**src/tmz_pkg.sv**
```systemverilog
package tmz_pkg;

    // ************************************************************
    // Register map (byte addresses, one word each)
    // ************************************************************
    localparam logic [11:0] ADDR_COUNT   = 12'h000;
    localparam logic [11:0] ADDR_OPTION  = 12'h004;
    localparam logic [11:0] ADDR_INTCTL  = 12'h008;
    localparam logic [11:0] ADDR_STATUS  = 12'h00c;
    localparam logic [11:0] ADDR_MASK    = 12'h010;

    // ************************************************************
    // Option register fields
    // ************************************************************
    localparam int          OPT_CSS_BIT  = 5;
    localparam int          OPT_SES_BIT  = 4;
    localparam int          OPT_PAS_BIT  = 3;
    localparam int          OPT_PRF_LSB  = 0;
    localparam logic [7:0]  OPT_RESET    = 8'hff;

    // ************************************************************
    // Interrupt control register fields
    // ************************************************************
    localparam int          ICR_FLAG_BIT = 2;
    localparam int          ICR_EN_BIT   = 5;
    localparam logic [7:0]  ICR_RESET    = 8'h00;

    // ************************************************************
    // Status and mask layout
    // ************************************************************
    localparam int          STS_OVF_BIT  = 0;
    localparam int          STS_WDT_BIT  = 1;
    localparam logic [1:0]  STS_RESET    = 2'h0;
    localparam logic [1:0]  MASK_RESET   = 2'h0;

    // ************************************************************
    // Timing
    // ************************************************************
    localparam int          INHIBIT_CYC  = 2;
    localparam int          SYNC_DELAY   = 2;

    // ************************************************************
    // Carried groups
    // ************************************************************
    typedef struct packed {
        logic       count_source_select;
        logic       source_edge_select;
        logic       prescaler_assign_select;
        logic [2:0] prescale_ratio_field;
    } tmz_option_t;

    typedef struct packed {
        logic       inst_cycle;
        logic       sleep;
        logic       watchdog_clear_instruction;
        logic       watchdog_tick;
    } tmz_core_t;

endpackage : tmz_pkg

```
**src/tmz_prescaler.sv**
```systemverilog
module tmz_prescaler #(
    parameter int WIDTH = 8
) (
    input  wire logic             pclk,
    input  wire logic             presetn,
    input  wire logic             tick,
    input  wire logic             clear,
    input  wire logic [2:0]       ratio,
    input  wire logic             to_wdt,
    output logic                  wrap
);
    import tmz_pkg::*;

    logic [WIDTH-1:0] cnt_ff;
    logic [WIDTH-1:0] nxt_cnt;
    logic [WIDTH-1:0] lim;

    initial begin
        if (WIDTH != 8) $error("prescaler must be 8 bits");
    end

    // Power of two divide: timer uses n+1, watchdog uses n
    function automatic logic [WIDTH-1:0] tmz_limit(input logic [2:0] n,
                                                   input logic w);
        logic [WIDTH:0] one_hot;
        one_hot = '0;
        one_hot[{1'b0, n} + {3'h0, ~w}] = 1'b1;
        return WIDTH'(one_hot - 1'b1);
    endfunction : tmz_limit

    always_comb begin
        lim     = tmz_limit(ratio, to_wdt); // RULE18
        nxt_cnt = cnt_ff;
        wrap    = 1'b0;
        if (clear) begin
            nxt_cnt = '0;
        end else if (tick) begin
            if (cnt_ff >= lim) begin
                nxt_cnt = '0;
                wrap    = 1'b1; // RULE19
            end else begin
                nxt_cnt = cnt_ff + 1'b1;
            end
        end
    end

    always_ff @(posedge pclk or negedge presetn) begin
        if (!presetn) begin
            cnt_ff <= '0;
        end else begin
            cnt_ff <= nxt_cnt;
        end
    end

endmodule : tmz_prescaler

```
**src/tmz_timer0.sv**
```systemverilog
// What this block does
// RULE1: Read/write 8-bit counter, overflow at wrap
// RULE2: Clear source bit: count instruction cycles
// RULE3: Count write inhibits two instruction cycles
// RULE4: Set source bit: count external input edges
// RULE5: Edge bit: clear rising, set falling
// RULE6: External input synchronized before counting
// RULE7: One prescaler, timer or watchdog only
// RULE8: Prescaler count hidden, not loadable
// RULE9: Option low nibble: assign bit, ratio
// RULE10: Timer assignment divides 1:2 to 1:256
// RULE11: Watchdog assignment divides 1:1 to 1:128
// RULE12: Count write clears prescaler, keeps assignment
// RULE13: Watchdog clear also clears prescaler
// RULE14: Assignment may change while running
// RULE15: Software uses safe sequence when reassigning
// RULE16: Overflow sets flag; enable gates request
// RULE17: Timer halts in sleep, cannot wake
// RULE18: Ratio n: timer 2^(n+1), watchdog 2^n
// RULE19: Prescaled path counts prescaler wraps
//
// Added by the designer: the register offsets and register access over APB.
module tmz_timer0 (
    input  wire logic                  pclk,
    input  wire logic                  presetn,
    input  wire logic                  psel,
    input  wire logic                  penable,
    input  wire logic                  pwrite,
    input  wire logic [11:0]           paddr,
    input  wire logic [31:0]           pwdata,
    output logic      [31:0]           prdata,
    output logic                       pready,
    output logic                       pslverr,
    input  wire logic                  external_count_input,
    input  wire tmz_pkg::tmz_core_t    core,
    output logic                       overflow_irq,
    output logic                       watchdog_postscaled,
    output logic                       irq
);
    import tmz_pkg::*;

    // ************************************************************
    // Bus decode
    // ************************************************************
    logic wr_acc;
    logic rd_acc;
    logic hit;
    assign wr_acc  = psel && penable && pwrite;
    assign rd_acc  = psel && penable && !pwrite;
    assign pready  = 1'b1;
    assign hit     = (paddr == ADDR_COUNT) || (paddr == ADDR_OPTION) ||
                     (paddr == ADDR_INTCTL) || (paddr == ADDR_STATUS) ||
                     (paddr == ADDR_MASK);
    assign pslverr = psel && penable && !hit;

    function automatic logic wr_to(input logic [11:0] a,
                                   input logic [11:0] r);
        return (a == r);
    endfunction : wr_to

    // ************************************************************
    // State
    // ************************************************************
    logic [7:0]  count_ff,  nxt_count;
    logic [7:0]  option_ff, nxt_option;
    logic [7:0]  icr_ff,    nxt_icr;
    logic [1:0]  sts_ff,    nxt_sts;
    logic [1:0]  mask_ff,   nxt_mask;
    logic [1:0]  inh_ff,    nxt_inh;
    logic [31:0] rdata_ff,  nxt_rdata;
    logic [2:0]  sync_ff,   nxt_sync;
    logic [SYNC_DELAY-1:0] dly_ff, nxt_dly;

    tmz_option_t opt;
    assign opt = '{count_source_select:     option_ff[OPT_CSS_BIT],
                   source_edge_select:      option_ff[OPT_SES_BIT],
                   prescaler_assign_select: option_ff[OPT_PAS_BIT],
                   prescale_ratio_field:    option_ff[OPT_PRF_LSB +: 3]};

    // ************************************************************
    // External input: three flops, edge where the two oldest differ
    // ************************************************************
    logic ext_edge;
    logic src_tick;
    logic count_wr;
    logic pre_tick;
    logic pre_clear;
    logic pre_wrap;
    logic inc;
    logic ovf;

    always_comb begin
        nxt_sync = {sync_ff[1:0], external_count_input}; // RULE6
        ext_edge = opt.source_edge_select ?
                   (sync_ff[2] && !sync_ff[1]) :
                   (!sync_ff[2] && sync_ff[1]); // RULE5
        // Edge pipeline gives the post-sync increment delay
        nxt_dly  = {dly_ff[SYNC_DELAY-2:0], ext_edge}; // RULE6
        src_tick = opt.count_source_select ?
                   dly_ff[SYNC_DELAY-1] : core.inst_cycle; // RULE2 RULE4
    end

    // ************************************************************
    // Shared prescaler
    // ************************************************************
    assign count_wr  = wr_acc && wr_to(paddr, ADDR_COUNT);
    // Sleep freezes the timer tick but not the watchdog feed
    assign pre_tick  = opt.prescaler_assign_select ? core.watchdog_tick :
                       (src_tick && !core.sleep); // RULE7 RULE17
    assign pre_clear = opt.prescaler_assign_select ?
                       core.watchdog_clear_instruction : // RULE13
                       count_wr; // RULE12

    tmz_prescaler #(.WIDTH(8)) u_pre ( // RULE8
        .pclk    (pclk),
        .presetn (presetn),
        .tick    (pre_tick),
        .clear   (pre_clear),
        .ratio   (opt.prescale_ratio_field), // RULE9 RULE10 RULE11
        .to_wdt  (opt.prescaler_assign_select), // RULE14
        .wrap    (pre_wrap)
    );

    // ************************************************************
    // Counter, flag, registers
    // ************************************************************
    always_comb begin
        inc = 1'b0;
        if (!core.sleep && (inh_ff == 2'h0)) begin // RULE17
            inc = opt.prescaler_assign_select ? src_tick : pre_wrap; // RULE19
        end
        ovf        = inc && (count_wr == 1'b0) && (count_ff == 8'hff); // RULE1
        nxt_count  = inc ? count_ff + 8'h01 : count_ff;
        nxt_inh    = inh_ff;
        if (inh_ff != 2'h0 && core.inst_cycle) begin
            nxt_inh = inh_ff - 2'h1;
        end
        nxt_option = option_ff;
        nxt_icr    = icr_ff;
        nxt_mask   = mask_ff;
        nxt_sts    = sts_ff;
        if (count_wr) begin
            nxt_count = pwdata[7:0]; // RULE1
            nxt_inh   = 2'(INHIBIT_CYC); // RULE3
        end
        if (wr_acc && wr_to(paddr, ADDR_OPTION)) begin
            nxt_option = pwdata[7:0]; // RULE14
        end
        if (wr_acc && wr_to(paddr, ADDR_INTCTL)) begin
            nxt_icr = pwdata[7:0];
        end
        if (wr_acc && wr_to(paddr, ADDR_MASK)) begin
            nxt_mask = pwdata[1:0];
        end
        if (wr_acc && wr_to(paddr, ADDR_STATUS)) begin
            nxt_sts = sts_ff & ~pwdata[1:0];
        end
        // Hardware set wins over a same-cycle clear
        if (ovf) begin
            nxt_icr[ICR_FLAG_BIT] = 1'b1; // RULE16
            nxt_sts[STS_OVF_BIT]  = 1'b1;
        end
        if (pre_wrap && opt.prescaler_assign_select) begin
            nxt_sts[STS_WDT_BIT] = 1'b1;
        end
        nxt_rdata = rdata_ff;
        if (psel && !penable && !pwrite) begin
            case (paddr)
                ADDR_COUNT:  nxt_rdata = {24'h0, count_ff};
                ADDR_OPTION: nxt_rdata = {24'h0, option_ff};
                ADDR_INTCTL: nxt_rdata = {24'h0, icr_ff};
                ADDR_STATUS: nxt_rdata = {30'h0, sts_ff};
                ADDR_MASK:   nxt_rdata = {30'h0, mask_ff};
                default:     nxt_rdata = 32'h0;
            endcase
        end
    end

    always_ff @(posedge pclk or negedge presetn) begin
        if (!presetn) begin
            count_ff  <= 8'h00;
            option_ff <= OPT_RESET;
            icr_ff    <= ICR_RESET;
            sts_ff    <= STS_RESET;
            mask_ff   <= MASK_RESET;
            inh_ff    <= 2'h0;
            rdata_ff  <= 32'h0;
            sync_ff   <= 3'h0;
            dly_ff    <= '0;
        end else begin
            count_ff  <= nxt_count;
            option_ff <= nxt_option;
            icr_ff    <= nxt_icr;
            sts_ff    <= nxt_sts;
            mask_ff   <= nxt_mask;
            inh_ff    <= nxt_inh;
            rdata_ff  <= nxt_rdata;
            sync_ff   <= nxt_sync;
            dly_ff    <= nxt_dly;
        end
    end

    // ************************************************************
    // Outputs
    // ************************************************************
    assign prdata              = rdata_ff;
    assign overflow_irq        = icr_ff[ICR_FLAG_BIT] &&
                                 icr_ff[ICR_EN_BIT]; // RULE16
    assign watchdog_postscaled = opt.prescaler_assign_select ? pre_wrap :
                                 core.watchdog_tick; // RULE11
    assign irq                 = |(sts_ff & mask_ff);

endmodule : tmz_timer0

```
**config.mk**
```make
export PLATFORM = sky130hd
export DESIGN_NAME = tmz_timer0
export DESIGN_NICKNAME = d
export VERILOG_FILES = /design/src/tmz_pkg.sv /design/src/tmz_prescaler.sv /design/src/tmz_timer0.sv
export SDC_FILE = /design/constraint.sdc
export NUM_CORES = 1
export LEC_CHECK = 0
export ABC_AREA = 1
export BUFFER_PORTS_ARGS = -buffer_cell sky130_fd_sc_hd__buf_2
export CORE_MARGIN = 2
export CORE_UTILIZATION = 53
export CTS_BUF_LIST = sky130_fd_sc_hd__clkbuf_16
export CTS_CLUSTER_SIZE = 40
export DETAILED_ROUTE_END_ITERATION = 6
export HOLD_SLACK_MARGIN = 0.08
export MAX_ROUTING_LAYER = met4
export PLACE_DENSITY = 0.85
export SKIP_LAST_GASP = 1
export SLEW_MARGIN = 20
export SYNTH_ARGS = -nofsm -noshare
export SYNTH_HDL_FRONTEND = slang
export SYNTH_SLANG_ARGS = --single-unit
```
**constraint.sdc**
```tcl
create_clock -name pclk -period 4.35 [get_ports pclk]
set_clock_uncertainty 0.15 [all_clocks]
set_input_delay 0.435 -clock pclk [delete_from_list [all_inputs] [get_ports pclk]]
set_output_delay 0.435 -clock pclk [all_outputs]
set_load 0.1 [all_outputs]
```
==> metrics <==
dpl hpwl=around 5800 µm; crit share post-route=0.954; Avg WL per Cell=between 10 and 15 µm; FMAX=241 MHz; max-slew violation count=0; Crit Path Class=reg2out; DIE AREA=0.00687 mm²; CTS tree=built; Die H=82.9 µm; initial antenna violation count=0; worst skew pair latency=0.30 ns; Async S/R FF share, synth=1.00; mapped cell area=0.00330 mm²; Starting Density=0.554; I/O pin cnt=slightly above 90; slowest cell on the critical path=dfstp_2; crit start category=flop; nets=549; crit-path cells=inv_2 > ha_1 > ha_1 > xnor2_2 > nand2_2 > inv_2 > nand3_1 > ha_2 > o21ai_2 > xor2_1 > nand2_1 > ha_1 > nand2_1 > a21oi_1 > nor3_1 > nand2_1 > nand4_1 > nand2_2 > buf_12; RePlAce Congestion=slightly below 0.9; commonest cells after routing, fill and taps aside=115 x nand2_1, 51 x inv_1, 43 x dfrtp_1, 42 x nand3_1, 40 x buf_2; R2R Setup Slk=~0.60 ns; filler cell count=555; Slew Limit Headroom=0.544; Antenna Violating Nets Remaining=0; Layout area overhead=11.9%; via count=2938; VDD IR max=0.246 mV; max incr delay on CP=0.59 ns; post-layout min period=4.15 ns; DRC=0; outcome=finished clean; total negative slack=0 ns; Max clock buf depth=2; Root Driver=clkbuf_16; synthesized area per cell=7.58 µm²; path depth of the worst reg2reg path=23; register area share after synthesis=0.390; diode count=0; commonest non-fill, non-tap cell in the layout=nand2_1; Worst setup EP type=output pin; Ys Warns=0; count of state elements after synthesis=~50; core area=0.00596 mm²; Reg2Reg Capture Point=count_ff[1]; Final Hold Viols=0; total number of H-tree levels=2; gr ovfl total=0; vias in the first global route=2728; register area=0.00129 mm²; layout cell share with drive strength beyond 1=0.191; first-pass GRT wire length=~13000 µm; Max-cap violations=0; reg2reg start=option_ff[3]; CTS Buf Count=5; class of the tightest hold or removal check=in2async; final setup violation count=0; Total GRT Usage=0.231; Cells after Synth=~440; Rows=28; Tightest Pin Transition=0.680 ns; unrepaired setup endpoints after global routing=no; I/O Buffers=41; Worst Path Max Fanout=6; CP arrival=3.56 ns; DRT Wirelength=7710 µm; clk sinks=51; CP required=3.76 ns; Post-synth EDFFs=0; Die X=82.9 µm; Pleak=1.94 nW; Total Power=~1.4 mW; clock-pin slew on the worst setup and hold paths=0.07 ns; drt pass-1 iters=4; vias per cell=roughly 5.3; post-synth cell types=37; main flop type after synthesis=dfrtp_1; First DRT Iteration DRCs=130; area of the multi-input gates=0.00170 mm²; pwr dens=373 mW/mm²; pin count of the biggest net entering global routing=52
cells in the mapped netlist, drive strengths merged, types with 3 or more instances:
cell type / instances / area (µm²)
xor2: 8 / 70.1
xnor2: 5 / 43.8
nand3: 44 / 238
buf: 27 / 204
nor3b: 3 / 22.5
o21ai: 43 / 219
nand2: 126 / 505
dfstp: 8 / 210
dfrtp: 43 / 1080
ha: 14 / 175
a21oi: 5 / 25.0
nor3: 12 / 70.1
nor2: 23 / 110
nand4: 4 / 25.0
inv: 58 / 218
registers in the layout (all words and copies together), names as in the netlist:
name,count
icr_ff,8
count_ff,8
dly_ff,2
sts_ff,2
prdata,8
inh_ff,2
sync_ff,3
option_ff,8
u_pre.cnt_ff,8
mask_ff,2
kinds of logic (layout without fill, tap and decap cells):
group | Yosys count | in the layout | synth area share
AND/OR/NAND/NOR | 215 | 215 | 0.302
XOR/XNOR | 13 | 13 | 0.0345
buffers and inverters | 87 | 111 | 0.130
adder cells (fa/ha/maj) | 14 | 14 | 0.0531
flip-flops | 51 | 51 | 0.390
other | 2 | 25 | 0.00228
AO/OA/AOI/OAI | 52 | 52 | 0.0842
multiplexers | 1 | 1 | 0.00341
critical path: cells and delay by family (launching register included):
family | cells | cell delay, ns
adder cells (fa/ha/maj) | 4 | 0.92
AO/OA/AOI/OAI | 2 | 0.22
AND/OR/NAND/NOR | 8 | 0.81
XOR/XNOR | 2 | 0.36
buffers and inverters | 3 | 0.35
flip-flops | 1 | 0.59
power breakdown:
group / switching (mW) / internal (mW)
Combinational: 0.308 / 0.121
Clock: 0.184 / 0.214
Sequential: 0.0385 / 0.513
Total: 0.531 / 0.847
layer usage:
layer	share of wire	GRT usage	routed length, µm	vias up
li1	-	-	-	1438
met1	0.43	0.296	3350	1392
met2	0.49	0.378	3810	92
met3	0.052	0.0427	402	16
met4	0.019	0.0626	147	0
met5	0	-	0	-
worst max path at each step:
stage	start	to	slack, ns	cells after the start
after floorplan	option_ff[3]	watchdog_postscaled	0.24	18
after global placement	option_ff[3]	watchdog_postscaled	0.47	19
after detailed placement	option_ff[3]	watchdog_postscaled	0.32	19
after CTS	option_ff[3]	watchdog_postscaled	0.02	19
after global routing	option_ff[3]	watchdog_postscaled	0.03	20
final	option_ff[3]	watchdog_postscaled	0.20	19
layout make-up:
cell class | instances | share of cell area
clock buffers | 5 | 0.0339
clock inverters | 3 | 0.00576
multi-input cells | 320 | 0.459
repair buffers | 45 | 0.0685
well taps | 75 | 0.0254
inverters | 58 | 0.0590
flip-flops and latches | 51 | 0.348
stage by stage:
stage	util	setup slack [ns]	area [µm²]	hold slack, ns	instances
after floorplan	-	0.238	3380	-0.0106	458
after global placement	0.588	0.468	3500	0.181	547
after detailed placement	0.588	0.321	3500	0.185	547
after CTS	0.613	0.0168	3650	0.0847	555
after global routing	0.620	0.0272	3690	0.157	557
final	0.620	0.202	3690	0.0921	557
what timing repair did:
item / CTS / global route
resized for setup: 1 / 8
buffers inserted: 0 / 1
hold endpoints to repair: 0 / 1
hold buffers: 0 / 1
setup endpoints to repair: 1 / 1
pin swaps: 0 / 2
Note: power is estimated with default switching activity, not from simulation.
